==> src/tec_pkg.sv <==
// How it works
// The control byte sits at byte address 88H and every bit also has its own word alias.
// A timer-one overflow pulse sets the timer-one overflow flag in bit 7.
// Entry to the timer-one service routine clears the timer-one overflow flag.
// Software may write either overflow flag to one or zero, and a one sets it like an overflow.
// With the timer-one run bit (bit 6) low, timer one is stopped and keeps its count.
// A timer-zero overflow pulse sets the timer-zero overflow flag in bit 5.
// Entry to the timer-zero service routine clears the timer-zero overflow flag.
// With the timer-zero run bit (bit 4) low, timer zero is stopped and keeps its count.
// With interrupt-one type select at one, a falling edge on input one sets its event flag.
// In edge mode an event flag stays set until software or service routine entry clears it.
// With interrupt-one type select at zero, its flag follows the inverted input, unwritable.
// With interrupt-zero type select at one, a falling edge on input zero sets its event flag.
// With interrupt-zero type select at zero, its flag follows the inverted input, unwritable.
// Bit 0 selects low-level (0) or falling-edge (1) triggering of external interrupt zero.
// With gate control high a timer counts only while run is high and its gate input is high.
// Reset clears run bits, overflow flags, event flags and type selects.
`default_nettype none
package tec_pkg;
  // ==========================================
  // Register map (byte addresses)
  localparam logic [11:0] TEC_CTRL_OFS     = 12'h0088;
  localparam logic [11:0] TEC_IRQ_STAT_OFS = 12'h008c;
  localparam logic [11:0] TEC_IRQ_EN_OFS   = 12'h0090;
  localparam logic [11:0] TEC_IRQ_CLR_OFS  = 12'h0094;
  localparam logic [11:0] TEC_GATE_OFS     = 12'h0098;
  localparam logic [11:0] TEC_BIT_BASE     = 12'h00a0;
  // ==========================================
  // Control byte field positions
  localparam int TEC_T1_OVF_BIT = 7;
  localparam int TEC_T1_RUN_BIT = 6;
  localparam int TEC_T0_OVF_BIT = 5;
  localparam int TEC_T0_RUN_BIT = 4;
  localparam int TEC_X1_FLG_BIT = 3;
  localparam int TEC_X1_TYP_BIT = 2;
  localparam int TEC_X0_FLG_BIT = 1;
  localparam int TEC_X0_TYP_BIT = 0;
  // ==========================================
  // Interrupt status positions and reset values
  localparam int TEC_EV_T0 = 0;
  localparam int TEC_EV_T1 = 1;
  localparam int TEC_EV_X0 = 2;
  localparam int TEC_EV_X1 = 3;
  localparam logic [7:0] TEC_CTRL_RST = 8'h00;
  localparam logic [3:0] TEC_IRQ_RST  = 4'h0;
  localparam logic [1:0] TEC_GATE_RST = 2'h0;

  typedef struct packed {
    logic timer_one_overflow_flag;
    logic timer_one_run_bit;
    logic timer_zero_overflow_flag;
    logic timer_zero_run_bit;
    logic interrupt_one_event_flag;
    logic interrupt_one_type_select;
    logic interrupt_zero_event_flag;
    logic interrupt_zero_type_select;
  } tec_ctrl_t;

  typedef struct packed {
    logic sel;
    logic en;
    logic wr;
    logic [11:0] addr;
    logic [31:0] wdata;
    logic [3:0]  strb;
  } tec_apb_req_t;
endpackage
`default_nettype wire

==> src/tec_ctrl_reg.sv <==
`timescale 1ns/1ns
`default_nettype none
module tec_ctrl_reg (
  input  wire logic                 pclk,
  input  wire logic                 presetn,
  input  wire logic [11:0]          paddr,
  input  wire logic                 psel,
  input  wire logic                 penable,
  input  wire logic                 pwrite,
  input  wire logic [31:0]          pwdata,
  input  wire logic [3:0]           pstrb,
  output var  logic [31:0]          prdata,
  output var  logic                 pready,
  output var  logic                 pslverr,
  input  wire logic                 t0_ovf,
  input  wire logic                 t1_ovf,
  input  wire logic                 t0_gate_in,
  input  wire logic                 t1_gate_in,
  input  wire logic                 t0_isr_enter,
  input  wire logic                 t1_isr_enter,
  input  wire logic                 x0_isr_enter,
  input  wire logic                 x1_isr_enter,
  input  wire logic                 ext_int0_n,
  input  wire logic                 ext_int1_n,
  output var  logic                 t0_count_en,
  output var  logic                 t1_count_en,
  output var  tec_pkg::tec_ctrl_t   ctrl,
  output var  logic                 irq
);
  import tec_pkg::*;

  tec_apb_req_t req;
  logic [7:0]   ctrl_q;
  logic [7:0]   ctrl_d;
  logic [7:0]   flags_prev_q;
  logic [3:0]   stat_q;
  logic [3:0]   stat_d;
  logic [3:0]   en_q;
  logic [3:0]   en_d;
  logic [1:0]   gate_q;
  logic [1:0]   gate_d;
  logic [3:0]   ev;
  logic [31:0]  rdata_d;
  logic         rdy_d;
  logic         err_d;
  logic         irq_d;
  logic         t0_en_d;
  logic         t1_en_d;
  logic         wr_go;
  logic [7:0]   ctrl_wmask;
  logic [7:0]   ctrl_wval;
  logic         x0_flag;
  logic         x1_flag;

  // ==========================================
  // Address decode helpers
  function automatic logic is_bit_alias(input logic [11:0] a);
    is_bit_alias = (a >= TEC_BIT_BASE) && (a < TEC_BIT_BASE + 12'h0020) && (a[1:0] == 2'b00);
  endfunction

  function automatic logic is_mapped(input logic [11:0] a);
    is_mapped = (a == TEC_CTRL_OFS) || (a == TEC_IRQ_STAT_OFS) || (a == TEC_IRQ_EN_OFS) ||
                (a == TEC_IRQ_CLR_OFS) || (a == TEC_GATE_OFS) || is_bit_alias(a);
  endfunction

  assign req = '{sel: psel, en: penable, wr: pwrite, addr: paddr, wdata: pwdata, strb: pstrb};

  // ==========================================
  // APB slave: answer registered one cycle after setup
  always_comb begin
    rdy_d   = req.sel & ~req.en;
    err_d   = req.sel & ~req.en & ~is_mapped(req.addr);
    rdata_d = 32'h0000_0000;
    if (req.sel && !req.en && !req.wr) begin
      if (req.addr == TEC_CTRL_OFS) rdata_d = {24'h00_0000, ctrl_q};
      else if (req.addr == TEC_IRQ_STAT_OFS) rdata_d = {28'h000_0000, stat_q};
      else if (req.addr == TEC_IRQ_EN_OFS) rdata_d = {28'h000_0000, en_q};
      else if (req.addr == TEC_GATE_OFS) rdata_d = {30'h0000_0000, gate_q};
      else if (is_bit_alias(req.addr))
        rdata_d = {31'h0000_0000, ctrl_q[req.addr[4:2]]};
    end
  end

  // Write commits on the access edge where pready is seen high
  assign wr_go = req.sel & req.en & req.wr & pready & ~pslverr & req.strb[0];

  // ==========================================
  // Control byte write mask: whole byte or one aliased bit
  always_comb begin
    ctrl_wmask = 8'h00;
    ctrl_wval  = 8'h00;
    if (wr_go && req.addr == TEC_CTRL_OFS) begin
      ctrl_wmask = 8'hff;
      ctrl_wval  = req.wdata[7:0];
    end else if (wr_go && is_bit_alias(req.addr)) begin
      ctrl_wmask = 8'h01 << req.addr[4:2];
      ctrl_wval  = {8{req.wdata[0]}};
    end
  end

  tec_ext_flag u_x0 (
    .pclk    (pclk),
    .presetn (presetn),
    .type_sel(ctrl_q[TEC_X0_TYP_BIT]),
    .pin_n   (ext_int0_n),
    .hw_clr  (x0_isr_enter),
    .sw_we   (ctrl_wmask[TEC_X0_FLG_BIT]),
    .sw_val  (ctrl_wval[TEC_X0_FLG_BIT]),
    .flag_q  (x0_flag)
  );

  tec_ext_flag u_x1 (
    .pclk    (pclk),
    .presetn (presetn),
    .type_sel(ctrl_q[TEC_X1_TYP_BIT]),
    .pin_n   (ext_int1_n),
    .hw_clr  (x1_isr_enter),
    .sw_we   (ctrl_wmask[TEC_X1_FLG_BIT]),
    .sw_val  (ctrl_wval[TEC_X1_FLG_BIT]),
    .flag_q  (x1_flag)
  );

  // ==========================================
  // Control byte next state
  always_comb begin
    ctrl_d = (ctrl_q & ~ctrl_wmask) | (ctrl_wval & ctrl_wmask);
    // Overflow set beats both service entry clear and a software zero
    ctrl_d[TEC_T1_OVF_BIT] = t1_ovf |
      (ctrl_wmask[TEC_T1_OVF_BIT] ? ctrl_wval[TEC_T1_OVF_BIT] :
       (ctrl_q[TEC_T1_OVF_BIT] & ~t1_isr_enter));
    ctrl_d[TEC_T0_OVF_BIT] = t0_ovf |
      (ctrl_wmask[TEC_T0_OVF_BIT] ? ctrl_wval[TEC_T0_OVF_BIT] :
       (ctrl_q[TEC_T0_OVF_BIT] & ~t0_isr_enter));
    // Event flags live in the flag cells; this copy only mirrors them
    ctrl_d[TEC_X1_FLG_BIT] = x1_flag;
    ctrl_d[TEC_X0_FLG_BIT] = x0_flag;
  end

  // ==========================================
  // Timer enables, gate register, interrupt status
  always_comb begin
    gate_d = gate_q;
    if (wr_go && req.addr == TEC_GATE_OFS) gate_d = req.wdata[1:0];
    // A stopped timer simply gets no count enable, so its bytes hold
    t1_en_d = ctrl_d[TEC_T1_RUN_BIT] & (~gate_d[1] | t1_gate_in);
    t0_en_d = ctrl_d[TEC_T0_RUN_BIT] & (~gate_d[0] | t0_gate_in);
    en_d = en_q;
    if (wr_go && req.addr == TEC_IRQ_EN_OFS) en_d = req.wdata[3:0];
    ev = 4'h0;
    ev[TEC_EV_T0] = t0_ovf;
    ev[TEC_EV_T1] = t1_ovf;
    ev[TEC_EV_X0] = ctrl_q[TEC_X0_FLG_BIT] & ~flags_prev_q[TEC_X0_FLG_BIT];
    ev[TEC_EV_X1] = ctrl_q[TEC_X1_FLG_BIT] & ~flags_prev_q[TEC_X1_FLG_BIT];
    stat_d = stat_q;
    if (wr_go && req.addr == TEC_IRQ_CLR_OFS) stat_d = stat_q & ~req.wdata[3:0];
    stat_d = stat_d | ev;
    irq_d  = |(stat_d & en_d);
  end

  always_ff @(posedge pclk or negedge presetn) begin
    if (!presetn) begin
      ctrl_q       <= TEC_CTRL_RST;
      flags_prev_q <= TEC_CTRL_RST;
      stat_q       <= TEC_IRQ_RST;
      en_q         <= TEC_IRQ_RST;
      gate_q       <= TEC_GATE_RST;
      prdata       <= 32'h0000_0000;
      pready       <= 1'b0;
      pslverr      <= 1'b0;
      irq          <= 1'b0;
      t0_count_en  <= 1'b0;
      t1_count_en  <= 1'b0;
      ctrl         <= TEC_CTRL_RST;
    end else begin
      ctrl_q       <= ctrl_d;
      flags_prev_q <= ctrl_q;
      stat_q       <= stat_d;
      en_q         <= en_d;
      gate_q       <= gate_d;
      prdata       <= rdata_d;
      pready       <= rdy_d;
      pslverr      <= err_d;
      irq          <= irq_d;
      t0_count_en  <= t0_en_d;
      t1_count_en  <= t1_en_d;
      ctrl         <= ctrl_d;
    end
  end

  // ==========================================
  // Checks
  t1_ovf_set_a: assert property (@(posedge pclk) disable iff (!presetn)
    t1_ovf |=> ctrl_q[TEC_T1_OVF_BIT])
    else $error("timer one overflow did not set flag");
  t1_isr_clr_a: assert property (@(posedge pclk) disable iff (!presetn)
    t1_isr_enter && !t1_ovf && !ctrl_wmask[TEC_T1_OVF_BIT]
      |=> !ctrl_q[TEC_T1_OVF_BIT])
    else $error("timer one service entry did not clear flag");
  sw_ovf_set_a: assert property (@(posedge pclk) disable iff (!presetn)
    ctrl_wmask[TEC_T0_OVF_BIT] && ctrl_wval[TEC_T0_OVF_BIT] |=> ctrl_q[TEC_T0_OVF_BIT])
    else $error("software one did not set timer zero flag");
  t1_sw_set_a: assert property (@(posedge pclk) disable iff (!presetn)
    ctrl_wmask[TEC_T1_OVF_BIT] && ctrl_wval[TEC_T1_OVF_BIT] |=> ctrl_q[TEC_T1_OVF_BIT])
    else $error("software one did not set timer one flag");
  t0_sw_clr_a: assert property (@(posedge pclk) disable iff (!presetn)
    ctrl_wmask[TEC_T0_OVF_BIT] && !ctrl_wval[TEC_T0_OVF_BIT] && !t0_ovf
      |=> !ctrl_q[TEC_T0_OVF_BIT])
    else $error("software zero did not clear timer zero flag");
  t1_sw_clr_a: assert property (@(posedge pclk) disable iff (!presetn)
    ctrl_wmask[TEC_T1_OVF_BIT] && !ctrl_wval[TEC_T1_OVF_BIT] && !t1_ovf
      |=> !ctrl_q[TEC_T1_OVF_BIT])
    else $error("software zero did not clear timer one flag");
  t0_ovf_set_a: assert property (@(posedge pclk) disable iff (!presetn)
    t0_ovf |=> ctrl_q[TEC_T0_OVF_BIT])
    else $error("timer zero overflow did not set flag");
  t0_isr_clr_a: assert property (@(posedge pclk) disable iff (!presetn)
    t0_isr_enter && !t0_ovf && !ctrl_wmask[TEC_T0_OVF_BIT]
      |=> !ctrl_q[TEC_T0_OVF_BIT])
    else $error("timer zero service entry did not clear flag");
  // Status keeps the overflow even if software clears it in the same cycle
  stat_ovf_set_a: assert property (@(posedge pclk) disable iff (!presetn)
    t0_ovf |=> stat_q[TEC_EV_T0])
    else $error("timer zero overflow did not set status");
  t1_halt_a: assert property (@(posedge pclk) disable iff (!presetn)
    !ctrl_q[TEC_T1_RUN_BIT] |-> !t1_count_en)
    else $error("timer one enabled while run bit low");
  t0_halt_a: assert property (@(posedge pclk) disable iff (!presetn)
    !ctrl_q[TEC_T0_RUN_BIT] |-> !t0_count_en)
    else $error("timer zero enabled while run bit low");
  t1_run_a: assert property (@(posedge pclk) disable iff (!presetn)
    ctrl_q[TEC_T1_RUN_BIT] && !gate_q[1] && !wr_go |=> t1_count_en)
    else $error("ungated timer one not enabled by run bit");
  t0_run_a: assert property (@(posedge pclk) disable iff (!presetn)
    ctrl_q[TEC_T0_RUN_BIT] && !gate_q[0] && !wr_go |=> t0_count_en)
    else $error("ungated timer zero not enabled by run bit");
  // A gate write in the same cycle may lift the gate, so it is left out
  gate_hold_a: assert property (@(posedge pclk) disable iff (!presetn)
    gate_q[0] && !t0_gate_in && !(wr_go && req.addr == TEC_GATE_OFS) |=> !t0_count_en)
    else $error("gated timer zero counted with gate low");
  t1_gate_hold_a: assert property (@(posedge pclk) disable iff (!presetn)
    gate_q[1] && !t1_gate_in && !(wr_go && req.addr == TEC_GATE_OFS) |=> !t1_count_en)
    else $error("gated timer one counted with gate low");
  x0_level_a: assert property (@(posedge pclk) disable iff (!presetn)
    !ctrl_q[TEC_X0_TYP_BIT] ##1 !ctrl_q[TEC_X0_TYP_BIT]
      |=> ctrl_q[TEC_X0_FLG_BIT] == !$past(ext_int0_n, 2))
    else $error("level flag zero does not track input");
  x1_level_a: assert property (@(posedge pclk) disable iff (!presetn)
    !ctrl_q[TEC_X1_TYP_BIT] ##1 !ctrl_q[TEC_X1_TYP_BIT]
      |=> ctrl_q[TEC_X1_FLG_BIT] == !$past(ext_int1_n, 2))
    else $error("level flag one does not track input");
  x0_edge_hold_a: assert property (@(posedge pclk) disable iff (!presetn)
    ctrl_q[TEC_X0_TYP_BIT] && x0_flag && !x0_isr_enter && !ctrl_wmask[TEC_X0_FLG_BIT]
      |=> x0_flag)
    else $error("edge flag zero dropped without a clear");
  x1_edge_hold_a: assert property (@(posedge pclk) disable iff (!presetn)
    ctrl_q[TEC_X1_TYP_BIT] && x1_flag && !x1_isr_enter && !ctrl_wmask[TEC_X1_FLG_BIT]
      |=> x1_flag)
    else $error("edge flag one dropped without a clear");
  apb_answer_a: assert property (@(posedge pclk) disable iff (!presetn)
    psel && !penable |=> pready ##1 !pready)
    else $error("APB answer not one cycle after setup");
  slverr_a: assert property (@(posedge pclk) disable iff (!presetn)
    psel && !penable && !is_mapped(paddr) |=> pslverr)
    else $error("unmapped address not refused");
  alias_read_a: assert property (@(posedge pclk) disable iff (!presetn)
    psel && !penable && !pwrite && paddr == TEC_BIT_BASE
      |=> prdata == {31'h0000_0000, $past(ctrl_q[TEC_X0_TYP_BIT])})
    else $error("bit alias read returned wrong bit");
endmodule
`default_nettype wire

==> src/tec_ext_flag.sv <==
`timescale 1ns/1ns
`default_nettype none
module tec_ext_flag (
  input  wire logic pclk,
  input  wire logic presetn,
  input  wire logic type_sel,
  input  wire logic pin_n,
  input  wire logic hw_clr,
  input  wire logic sw_we,
  input  wire logic sw_val,
  output var  logic flag_q
);
  logic prev_q;
  logic prev_d;
  logic flag_d;
  logic fall;

  always_comb begin
    prev_d = pin_n;
    fall   = prev_q & ~pin_n;
    if (type_sel) begin
      // Set wins over any clear arriving in the same cycle
      flag_d = fall | (sw_we & sw_val) |
               (flag_q & ~hw_clr & ~sw_we);
    end else begin
      flag_d = ~pin_n;
    end
  end

  always_ff @(posedge pclk or negedge presetn) begin
    if (!presetn) begin
      prev_q <= 1'b1;
      flag_q <= 1'b0;
    end else begin
      prev_q <= prev_d;
      flag_q <= flag_d;
    end
  end

  edge_set_a: assert property (@(posedge pclk) disable iff (!presetn)
    type_sel && prev_q && !pin_n |=> flag_q)
    else $error("falling edge did not set event flag");
  level_follow_a: assert property (@(posedge pclk) disable iff (!presetn)
    !type_sel |=> flag_q == !$past(pin_n))
    else $error("level flag does not follow inverted input");
endmodule
`default_nettype wire

==> config.mk <==
export PLATFORM = sky130hd
export DESIGN_NAME = tec_ctrl_reg
export DESIGN_NICKNAME = d
export VERILOG_FILES = /design/src/tec_pkg.sv /design/src/tec_ctrl_reg.sv /design/src/tec_ext_flag.sv
export SDC_FILE = /design/constraint.sdc
export NUM_CORES = 1
export LEC_CHECK = 0
export BUFFER_PORTS_ARGS = -buffer_cell sky130_fd_sc_hd__buf_2
export CORE_MARGIN = 2
export CORE_UTILIZATION = 46
export CTS_BUF_LIST = sky130_fd_sc_hd__clkbuf_8 sky130_fd_sc_hd__clkbuf_16
export DETAILED_ROUTE_END_ITERATION = 10
export PLACE_DENSITY_LB_ADDON = 0.3
export SLEW_MARGIN = 20
export SYNTH_ARGS = -nofsm -noshare
export SYNTH_HDL_FRONTEND = slang
export SYNTH_SLANG_ARGS = --single-unit
==> constraint.sdc <==
create_clock -name pclk -period 2.4 [get_ports pclk]
set_clock_uncertainty 0.2 [all_clocks]
set_input_delay 0.12 -clock pclk [delete_from_list [all_inputs] [get_ports pclk]]
set_output_delay 0.12 -clock pclk [all_outputs]
set_load 0.05 [all_outputs]
Word level (Yosys, flattened, before mapping). Index checks and enable logic that the tools add are counted. Widths: inputs -> output; s select.

Output and inout port bits: 45. Input bits: 63. Flip-flop bits (word level): 71.

Order comparisons: 3. Bitwise logic cells: 52. Muxes and demuxes: 19. Shift-type cells: 1. Equality and inequality tests: 5. Reductions and logical operators: 18.

Operators with widths (count): $eq 12x8->1 const B (5); $mux 8 (5); $mux 32 (1); $and 1x1->1 (21); $mux 4 (4); $not 1->1 (15); $and 7x7->7 (2); $ge 12x8->1 const B (1); $lt 12x8->1 const B (1); $logic_and 1x1->1 (9); $and 4x4->4 (2); $or 1x1->1 (8); $shl 1x3->8 const A (1); $not 7->7 (1); $or 7x7->7 (1); $mux 1 (6); $logic_or 1x1->1 (5); $lt 3x4->1 const B (1); $mux 2 (2); $not 4->4 (1); $or 4x4->4 (1); $reduce_or 4->1 (1); $bmux 1 s3 (1); $logic_not 1->1 (2); $logic_not 2->1 (1).

Depth between registers and ports, before layout. Gate-level depths: netlist of run 1.

Word-level depth: 12. Mapped depth: 7. Mapped depth without buffers: 5.

Cells and area by module. From an unflattened synthesis of run 1, not the netlist that was laid out.

Cells, all modules: 217. Area total of the unflattened synthesis: 2165.8 um^2.

Modules (own cells, without submodules): tec_ctrl_reg (cells each 205, times used 1, area each 1993.2 um^2); tec_ext_flag (cells each 6, times used 2, area each 86.3 um^2).

Least setup slack after synthesis of run 1. Ideal clock, no wire load.

Path kind: register to register. Start point: reg pslverr. End point: reg irq. Data required time: 2061 ps. Arrival: 2014 ps. Slack: 48 ps. Setup time: 139 ps. Cell stages (with the launch flop): 6. Buffers on the path: 0. Cells stage by stage: dfrtp_1 > nor4b_2 > nand4_4 > o21ai_0 > a22oi_1 > or4_1.

Cells in the longest elaborated chain, start to end: 8. Elaborated cells between the ends (all ways): 10. Classes of those cells: mux (2); bitwise (5); reduce/logical (3).

Ends and longest elaborated chain: start, declared (line tec_ctrl_reg.sv:14) `output var logic pslverr,`; start signal, assigned (line tec_ctrl_reg.sv:182) `pslverr <= err_d;`; $not 1->1 (*) (line tec_ctrl_reg.sv:85) `assign wr_go = req.sel & req.en & req.wr & pready & ~pslverr & req.strb[0];`; $and 1x1->1 (*) (2 in series) (line tec_ctrl_reg.sv:85); $logic_and 1x1->1 (line tec_ctrl_reg.sv:155) `if (wr_go && req.addr == TEC_IRQ_CLR_OFS) stat_d = stat_q & ~req.wdata[3:0];`; $mux 4 (line tec_ctrl_reg.sv:155); $or 4x4->4 (line tec_ctrl_reg.sv:156) `stat_d = stat_d | ev;`; $and 4x4->4 (*) (line tec_ctrl_reg.sv:157) `irq_d = |(stat_d & en_d);`; $reduce_or 4->1 (*) (line tec_ctrl_reg.sv:157); net irq_d (line tec_ctrl_reg.sv:46) `logic irq_d;`; end signal, assigned (line tec_ctrl_reg.sv:183) `irq <= irq_d;`; end, declared (line tec_ctrl_reg.sv:28) `output var logic irq`.

Mark *: on every way through the listed nets, which the timed path passes. The rest lies on a longest branch.

Worst setup path after layout of run 1.
Start point: in paddr[5]. End point: reg t0_count_en.

Cells in the longest elaborated chain, start to end: 10. Elaborated cells between the ends (all ways): 21. Classes of those cells: order compare (2); eq/ne (2); mux (5); bitwise (7); reduce/logical (5).

Ends and longest elaborated chain: start, declared (line tec_ctrl_reg.sv:6) `input wire logic [11:0] paddr,`; $ge 12x8->1 / $lt 12x8->1 (equally long branches) (line tec_ctrl_reg.sv:58) `is_bit_alias = (a >= TEC_BIT_BASE) && (a < TEC_BIT_BASE + 12'h0020) && (a[1:0] == 2'b00);`; $logic_and 1x1->1 (2 in series) (line tec_ctrl_reg.sv:58); $logic_and 1x1->1 (line tec_ctrl_reg.sv:95) `end else if (wr_go && is_bit_alias(req.addr)) begin`; $mux 8 (line tec_ctrl_reg.sv:95); $mux 8 (line tec_ctrl_reg.sv:92) `if (wr_go && req.addr == TEC_CTRL_OFS) begin`; $not 7->7 (line tec_ctrl_reg.sv:126) `ctrl_d = (ctrl_q & ~ctrl_wmask) | (ctrl_wval & ctrl_wmask);`; $and 7x7->7 (line tec_ctrl_reg.sv:126); $or 7x7->7 (line tec_ctrl_reg.sv:126); $and 1x1->1 (*) (line tec_ctrl_reg.sv:146) `t0_en_d = ctrl_d[TEC_T0_RUN_BIT] & (~gate_d[0] | t0_gate_in);`; net t0_en_d (line tec_ctrl_reg.sv:47) `logic t0_en_d;`; end signal, assigned (line tec_ctrl_reg.sv:184) `t0_count_en <= t0_en_d;`; end, declared (line tec_ctrl_reg.sv:25) `output var logic t0_count_en,`.

Marks and branches as above.

==> impl_results.md, run 1 <==
- Number of global-route vias before repair: 1716
- Synth Area in Compound Gates: 14.5%
- Via count: about 1900
- Synthesized flop and latch total: 37
- Crit path max fanout: 8
- Rows: 24
- Post-DRT Antenna Nets: 0
- H-tree levels: 2
- Clock sink total: 37
- Distinct cells, synth: 56
- WP data required: 2.39 ns
- Largest net degree at the start of global routing: 38
- Crit path capture type: flip-flop
- Combinational fraction of design power: 20.4%
- Status: finished, final reports clean
- Arr. time, crit path: 2.29 ns
- P_int: ~900 µW
- XOR/XNOR share of the synthesized area: 0.405%
- Skew-Pair Late Insertion Delay: between 0.2 and 0.3 ns
- Setup Buffers After CTS: 0
- Area of the core: approximately 0.0044 mm²
- Asr flop ratio synth: 100%
- Die ar.: ~0.0053 mm²
- Slew Limit Fails: 0
- CP top delay family: simple AND/OR/NAND/NOR gates
- Final Hold Fails: 0
- Tmin final: around 2.3 ns
- Reg power frac: ~48%
- Crit path kind: in2reg
- Root buffer cell: clkbuf_8
- VDD IR-drop max: around 0.00033 V
- Post-DR wirelength/cell: about 15 µm
- Final setup violation count: 0
- P per Cell Area: approximately 510 mW/mm²
- Iter 0 DRT Violations: between 100 and 150
- Commonest cells after routing, fill and taps aside: 56 x buf_2, 35 x dfrtp_1, 24 x conb_1
- Synthesized-area fraction occupied by adder cells: 0%
- Die Y: slightly above 70 µm
- Largest family of logic cells by synthesized area: simple AND/OR/NAND/NOR gates
- Total Nets Final: approximately 360
- Worst path slowest cell: dlygate4sd3_1
- Synth Instances: around 230
- Gp weighted congestion: approximately 0.85
- DR vias/cell: around 5.3
- Sequential-to-total area share from yosys stat: 42.9%
- Reg clk slew, reported paths: approximately 0.070 ns
- Slew margin rel.: between 40% and 50%
- Die W: 72.6 µm
- TritonCTS clock tree: yes
- Final HPWL DP: around 3.8 mm
- Syn avg cell area: 9.58 µm²
- Min-delay worst type: in2reg
- Maxcap violations: 0
- Number of port buffers: between 50 and 60
- Leakage: around 1.3 nW
- Number of synthesis warnings: 0
- Area delta synth->final: 22.3%
- Grt total ovfl: 0
- Placed Cells incl. Taps: about 320
- Clock Power Share: 31.6%
- Mux cell area share after synthesis: ~5.4%
- Slew @ Worst Pin: between 0.8 and 0.9 ns
- # diodes: 0
- Area after DPL: between 0.002 and 0.0025 mm²
- First-pass GRT wire length: ~8.4 mm
- Total power: 1.35 mW
- Post-layout util: 59.6%
- Ys flop type: dfrtp_1
- Initial antenna violation count: 0
- Pre-antenna DRT Iters: 4
- CTS Buffer Depth: 2
- Drt drc: 0
- Post-Layout Inst Area: roughly 0.0026 mm²
- Final TNS setup: 0 ns
- Layout cells sized above 1: between 20% and 30%
- IO Pins: 108
- CP cell instances: dlygate4sd3_1 -> buf_2 -> nor3b_4 -> nand4_1 -> or3_1 -> and3_1 -> a211oi_1
- Psw: 434 µW
- Simple-gate area share of the yosys netlist: between 20% and 30%
- CTS buffer count: 5
- Fmax: 435 MHz
- Most common cell after layout, fill and taps aside: buf_2
- Final cell count without fillers: 351
- Switching Fraction: 32.1%
- Mapped cell area: 0.00216 mm²
- RSZ-0062 raised after global routing: no
- Total routed wirelength: 5.39 mm
- Worst Setup Start Kind: primary input
- Initial Util: a little under 50%
- Crit-path max cell delay: about 0.53 ns
- Number of synthesized flops with an enable pin: 0
- Worst Path Buf+Inv: 2
- Total Routing Usage GR: a little over a fifth
- Crit share post-route: a little over nine tenths
[metrics by stage]
stage,hold slack [ns],setup slack [ns]
4_1_cts,0.00464,0.0841
3_3_place_gp,0.0356,0.104
3_5_place_dp,0.0375,0.102
2_1_floorplan,-0.376,0.0477
5_1_grt,0.0370,0.0180
6_report,0.0216,0.101
[metal layers]
metal	share of wire (%)	global-route usage, %	wire [µm]	up-vias
met4	0.85	5.56	46	0
met2	48	33.0	2610	79
met5	0	0	0	-
li1	-	-	-	905
met1	44	29.3	2350	868
met3	7.2	4.70	388	5
[tightest hold or removal path, cell delays in order]
cell	delay, ns
buf_2	0.17
nand4_1	0.11
nand2_1	0.06
[power groups by stage]
stage | combinational [mW] | sequential [mW] | clock, mW
after CTS | 0.271 | 0.647 | 0.436
final | 0.276 | 0.648 | 0.427
after floorplan | 0.188 | 0.680 | 0
after detailed placement | 0.248 | 0.659 | 0
after global routing | 0.294 | 0.649 | 0.457
after global placement | 0.246 | 0.659 | 0
[final cells by class]
| type | instances | area (µm²) |
|---|---|---|
| inverters | 14 | 52.6 |
| repair buffers | 80 | 508 |
| flip-flops and latches | 37 | 928 |
| fillers | 399 | 1800 |
| clock inverters | 3 | 17.5 |
| well taps | 52 | 65.1 |
| clock buffers | 5 | 68.8 |
| multi-input cells | 160 | 1010 |
[worst paths after layout]
path / from / endpoint / slack (ns) / cells after the start
min in group asynchronous: presetn / t1_count_en$_DFF_PN0_ / 0.27 / 2
max in group asynchronous: presetn / stat_q[2]$_DFF_PN0_ / 1.21 / 2
worst min-delay path: pwdata[0] / en_q[0]$_DFF_PN0_ / 0.02 / 3
worst max-delay path: paddr[5] / t0_count_en$_DFF_PN0_ / 0.10 / 7
worst max register to register: pslverr$_DFF_PN0_ / t0_count_en$_DFF_PN0_ / 0.14 / 5
worst min register to register: u_x1.flag_q$_DFF_PN0_ / ctrl_q[3]$_DFF_PN0_ / 0.18 / 0
[kinds of logic (layout without fill, tap and decap cells)]
logic type	Yosys count	count (layout)
AO/OA/AOI/OAI	46	46
flip-flops	37	37
AND/OR/NAND/NOR	80	80
XOR/XNOR	1	1
multiplexers	9	9
buffers and inverters	52	102
other	1	24
[repair_timing]
action	in CTS	in global routing
endpoints found under the hold margin	55	0
hold buffers	19	0
setup endpoints to repair	0	5
resized for setup	0	5
[sequential cells by signal (all words and copies together), names as in the netlist, named ones only]
name          count
ctrl              1
ctrl_q            5
en_q              4
flags_prev_q      2
gate_q            2
irq               1
prdata            8
pready            1
pslverr           1
stat_q            4
t0_count_en       1
t1_count_en       1
u_x0.flag_q       1
u_x0.prev_q       1
u_x1.flag_q       1
u_x1.prev_q       1
[Yosys cell counts, types with 2 or more instances]
library cell | n | area [µm²]
and3_1 | 3 | 18.8
nor4_1 | 2 | 12.5
dfrtp_1 | 35 | 876
mux4_2 | 2 | 45.0
nor2_1 | 22 | 82.6
a211oi_1 | 3 | 22.5
o31ai_1 | 2 | 15.0
a22oi_1 | 5 | 37.5
and4_2 | 2 | 20.0
buf_6 | 2 | 22.5
nor2b_1 | 2 | 12.5
o21ai_0 | 10 | 50.1
a311oi_1 | 3 | 26.3
nor3_1 | 4 | 20.0
clkbuf_1 | 5 | 18.8
or4_1 | 2 | 15.0
nand4_1 | 9 | 56.3
mux2i_1 | 6 | 60.1
or2b_1 | 2 | 15.0
buf_4 | 27 | 203
buf_2 | 2 | 10.0
and2_1 | 3 | 18.8
nand2_1 | 15 | 56.3
dfstp_2 | 2 | 52.6
a21oi_1 | 8 | 40.0
inv_1 | 14 | 52.6
nand3_1 | 3 | 15.0
a31oi_1 | 3 | 18.8
Power figures use the tool's default switching activity.
==> inputs of run 2 (changes only) <==
- clock period: 2.4 -> 2.6 ns (I/O delays scaled with it)
==> impl_results.md, run 2 (synthesized netlist as in run 1, its figures left out) <==
- Clock sink total: 37
- Crit path max fanout: 9
- Final HPWL DP: ~3.7 mm
- IO Pins: approximately 110
- Post-DR wirelength/cell: between 10 and 15 µm
- Via count: around 1900
- Total Nets Final: 360
- Skew-Pair Late Insertion Delay: 0.30 ns
- Crit-path max cell delay: between 0.5 and 0.6 ns
- RSZ-0062 raised after global routing: no
- Maxcap violations: 0
- Crit share post-route: between 90 and 100%
- Met1 usage: just under 30%
- Tmin final: around 2.4 ns
- # diodes: 0
- Arr. time, crit path: 2.39 ns
- Number of port buffers: 56
- Number of global-route vias before repair: around 1800
- Largest regs: prdata (8), ctrl_q (5)
- VDD IR-drop max: ~0.00031 V
- Final TNS setup: 0 ns
- Crit path kind: reg2reg
- Area delta synth->final: 23.9%
- WP data required: around 2.6 ns
- Post-DRT Antenna Nets: 0
- H-tree levels: 2
- Filler instances: around 370
- Slew margin rel.: ~45%
- Final setup violation count: 0
- Initial antenna violation count: 0
- Met2 Track Usage GR: 32.8%
- Status: finished, final reports clean
- Max reg flops: 8
- Fmax: 417 MHz
- Drt drc: 0
- Total Routing Usage GR: about a fifth
- Slew Limit Fails: 0
- Gr busiest metal: met2
- Die ar.: approximately 0.0053 mm²
- Worst Setup Start Kind: flip-flop
- First-pass GRT wire length: 8.58 mm
- Min-delay worst type: in2reg
- Total routed wirelength: around 5.2 mm
- P per Cell Area: roughly 540 mW/mm²
- Initial Util: approximately 50%
- Die W: about 73 µm
- Final Hold Fails: 0
- Largest net degree at the start of global routing: 38
- Layout cells sized above 1: between 20% and 30%
- CP cell instances: nor4b_2 -> nand4_1 -> or3_1 -> and3_1 -> a211oi_1
- Slew @ Worst Pin: approximately 0.82 ns
- Gp weighted congestion: approximately 0.85
- Worst path slowest cell: or3_1
- CTS-repair resized insts: 0
- Grt total ovfl: 0
- Crit path capture type: flip-flop
- Commonest cells after routing, fill and taps aside: 56 x buf_2, 35 x dfrtp_1, 24 x conb_1
- Pre-antenna DRT Iters: 4
- Root buffer cell: clkbuf_8
- CTS buffer count: 5
- TritonCTS clock tree: yes
- DR vias/cell: 5.29
- Rows: 24
- Leakage: about 1.4 nW
- Iter 0 DRT Violations: roughly 130
- GRT met3 Usage: 4.70%
- Top reg by flops: prdata
- CP top delay family: simple AND/OR/NAND/NOR gates
- Area of the core: about 0.0044 mm²
- Reg clk slew, reported paths: ~0.080 ns
- Most common cell after layout, fill and taps aside: buf_2
- Die Y: a little over 70 µm
- Total power: about 1.5 mW
- CTS Buffer Depth: 2
- Worst Path Buf+Inv: 0
[run 2: changes by cell type in the layout (fill, tap and decap cells not counted), sizes merged]
cell and delta:
clkinvlp -1, bufinv +2, clkinv -2, inv +1, buf -1
[run 2: area by class of cell]
cell class	count	area (µm²)	area share [%]
well taps	52	65.1	2.43
clock buffers	5	68.8	2.57
inverters	14	52.6	1.96
repair buffers	79	500	18.7
flip-flops and latches	37	928	34.6
clock inverters	3	68.8	2.57
multi-input cells	160	998	37.2
[run 2: stage by stage]
step | area [µm²] | instances | worst slack, ns | utilization [%] | hold slack (ns)
after floorplan | 2250 | 249 | 0.248 | - | -0.366
after global placement | 2350 | 323 | 0.279 | 53.0 | 0.0458
after detailed placement | 2350 | 323 | 0.251 | 53.0 | 0.0477
after CTS | 2680 | 350 | 0.224 | 60.4 | 0.0162
after global routing | 2680 | 350 | 0.0617 | 60.4 | 0.0525
final | 2680 | 350 | 0.204 | 60.4 | 0.0200
[run 2: path summary, 6_finish.rpt]
path | start | endpoint | slack [ns] | cells after the start
min reg2reg | u_x1.flag_q$_DFF_PN0_ | ctrl_q[3]$_DFF_PN0_ | 0.19 | 0
min in group asynchronous | presetn | ctrl_q[5]$_DFF_PN0_ | 0.28 | 2
max | pslverr$_DFF_PN0_ | t0_count_en$_DFF_PN0_ | 0.20 | 5
max in group asynchronous | presetn | ctrl_q[3]$_DFF_PN0_ | 1.41 | 2
max reg2reg | pslverr$_DFF_PN0_ | t0_count_en$_DFF_PN0_ | 0.20 | 5
min | pwdata[0] | en_q[0]$_DFF_PN0_ | 0.02 | 3
[run 2: repair_timing]
item / CTS / global route
setup buffers: 0 / 0
endpoints found under the hold margin: 55 / 0
hold buffers: 19 / 0
[run 2: worst min-delay path: stages]
cell     delay, ns
buf_2         0.17
nand4_1       0.11
nand2_1       0.06
[run 2: per-layer routing]
metal  vias up  wire length (µm)  part of all wire (%)
met5         -                 0                     0
met4         0                78                   1.5
met3         8               335                   6.4
met2        81              2480                    48
met1       864              2320                    44
li1        899                 -                     -
[run 2: where the power goes]
part / internal [mW] / switching, mW / total [mW] / leakage [nW]
Clock: 0.386 / 0.226 / 0.612 / 0.0687
Sequential: 0.588 / 0.00868 / 0.597 / 0.461
Combinational: 0.0709 / 0.179 / 0.250 / 0.836
Total: 1.05 / 0.414 / 1.46 / 1.37
==> inputs of run 3 (changes only) <==
- CORE_MARGIN: 2 -> default
- clock period: 2.6 -> 2.8 ns (I/O delays scaled with it)
==> impl_results.md, run 3 (synthesized netlist as in run 1, its figures left out) <==
- Status: complete, but fails checks
- Met2 Track Usage GR: approximately 35%
- Maxcap violations: 0
- Crit path capture type: flip-flop
- Grt total ovfl: 0
- Die Y: between 70 and 80 µm
- Pre-CTS worst setup slack: around 0.42 ns
- Final TNS setup: 0 ns
- Most common cell after layout, fill and taps aside: buf_2
- Post-layout util: about three fifths
- Clock sink total: 37
- Leakage: around 1.3 nW
- Area of the core: about 0.0044 mm²
- First-pass GRT wire length: roughly 8.4 mm
- CTS Buffer Depth: 2
- Total Nets Final: around 360
- Crit share post-route: ~90%
- Failing checks: DRC
- Die ar.: 0.00498 mm²
- CTS-repair resized insts: 0
- Final setup violation count: 0
- Initial antenna violation count: 0
- Final HPWL DP: about 3.6 mm
- Tmin final: between 2 and 3 ns
- CTS buffer count: 5
- Iter 0 DRT Violations: roughly 110
- Total Routing Usage GR: 22.2%
- DR vias/cell: 5.26
- Slew @ Worst Pin: 0.822 ns
- P per Cell Area: ~450 mW/mm²
- Commonest cells after routing, fill and taps aside: 56 x buf_2, 35 x dfrtp_1, 24 x conb_1
- Pre-antenna DRT Iters: 7
- Die W: 70.6 µm
- Met1 usage: a little under a third
- Hold buffer count at CTS: 19
- WP data required: around 2.8 ns
- Largest net degree at the start of global routing: 38
- Area after DPL: about 0.0023 mm²
- Crit path kind: in2reg
- Setup Buffers After CTS: 0
- GRT met3 Usage: ~4.0%
- Layout cells sized above 1: about 27%
- # diodes: 0
- Post-DR wirelength/cell: between 10 and 15 µm
- Via count: between 1500 and 2000
- Post-Layout Inst Area: between 0.002 and 0.003 mm²
- Area delta synth->final: 21.3%
- Reg clk slew, reported paths: about 0.080 ns
- Rows: 24
- Initial Util: between 40 and 50%
- Skew-Pair Late Insertion Delay: 0.29 ns
- Gr busiest metal: met2
- Slew margin rel.: between 40% and 50%
- IO Pins: between 100 and 150
- Root buffer cell: clkbuf_8
- Number of global-route vias before repair: 1710
- TritonCTS clock tree: yes
- Gp weighted congestion: ~0.84
- Drt drc: 10
- Largest regs: prdata (8), ctrl_q (5)
- Crit path max fanout: 9
- Post-DRT Antenna Nets: 0
- Slew Limit Fails: 0
- Number of port buffers: 56
- RSZ-0062 raised after global routing: no
- Fmax: 387 MHz
- Final Hold Fails: 0
- VDD IR-drop max: 0.000334 V
- Top reg by flops: prdata
- Total routed wirelength: around 5.2 mm
- Max reg flops: 8
- H-tree levels: 2
- PnR worst setup slack: approximately 0.21 ns
- Arr. time, crit path: 2.55 ns
- Worst Setup Start Kind: primary input
- Min-delay worst type: in2reg
- Filler instances: 409
-- run 3: cell count changes in the layout (fill, tap and decap cells not counted), sizes merged --
cell,change
clkbuf,+1
bufinv,-2
inv,-1
buf,-2
clkinv,+2
-- run 3: worst max-delay path, cell delays in order --
cell	delay (ns)
dlygate4sd3_1	0.52
buf_2	0.18
nor3b_4	0.44
nand4_4	0.25
o21ai_0	0.32
a22oi_1	0.15
or4_1	0.55
-- run 3: worst paths after layout --
kind	from	slack, ns	cells after the start	to
worst max register to register	pslverr$_DFF_PN0_	0.42	5	irq$_DFF_PN0_
worst min-delay path	pwdata[0]	0.02	3	en_q[0]$_DFF_PN0_
min in group asynchronous	presetn	0.27	2	prdata[6]$_DFF_PN0_
max in group asynchronous	presetn	1.61	2	u_x0.flag_q$_DFF_PN0_
worst max-delay path	paddr[5]	0.21	7	irq$_DFF_PN0_
worst min register to register	u_x1.flag_q$_DFF_PN0_	0.18	0	ctrl_q[3]$_DFF_PN0_
-- run 3: report_power, final --
part / leakage (nW) / internal, mW / total, mW / switching, mW
registers: 0.461 / 0.547 / 0.555 / 0.00814
clock network: 0.0512 / 0.199 / 0.397 / 0.198
logic: 0.826 / 0.0651 / 0.231 / 0.166
total: 1.34 / 0.811 / 1.18 / 0.372
-- run 3: metrics by stage --
step,power (mW),hold WS (ns),std cells
final,1.18,0.0218,348
after global routing,1.23,0.0350,348
after CTS,1.19,0.0134,348
after detailed placement,0.776,0.0572,321
after global placement,0.774,0.0557,321
after floorplan,0.744,-0.356,249
-- run 3: layer usage --
layer / wire [µm] / part of all wire, % / vias up
met2: 2470 / 48 / 63
met4: 77 / 1.5 / 0
met3: 331 / 6.4 / 9
li1: - / - / 887
met1: 2320 / 45 / 873
met5: 0 / 0 / -
-- run 3: final cells by class --
type	count	area, µm²	area share (%)
clock buffer	6	82.6	3.14
clock inverter	2	13.8	0.524
inverter	14	52.6	2.00
multi-input combinational	160	998	38.0
sequential	37	928	35.4
tap	52	65.1	2.48
timing repair buffer	77	485	18.5
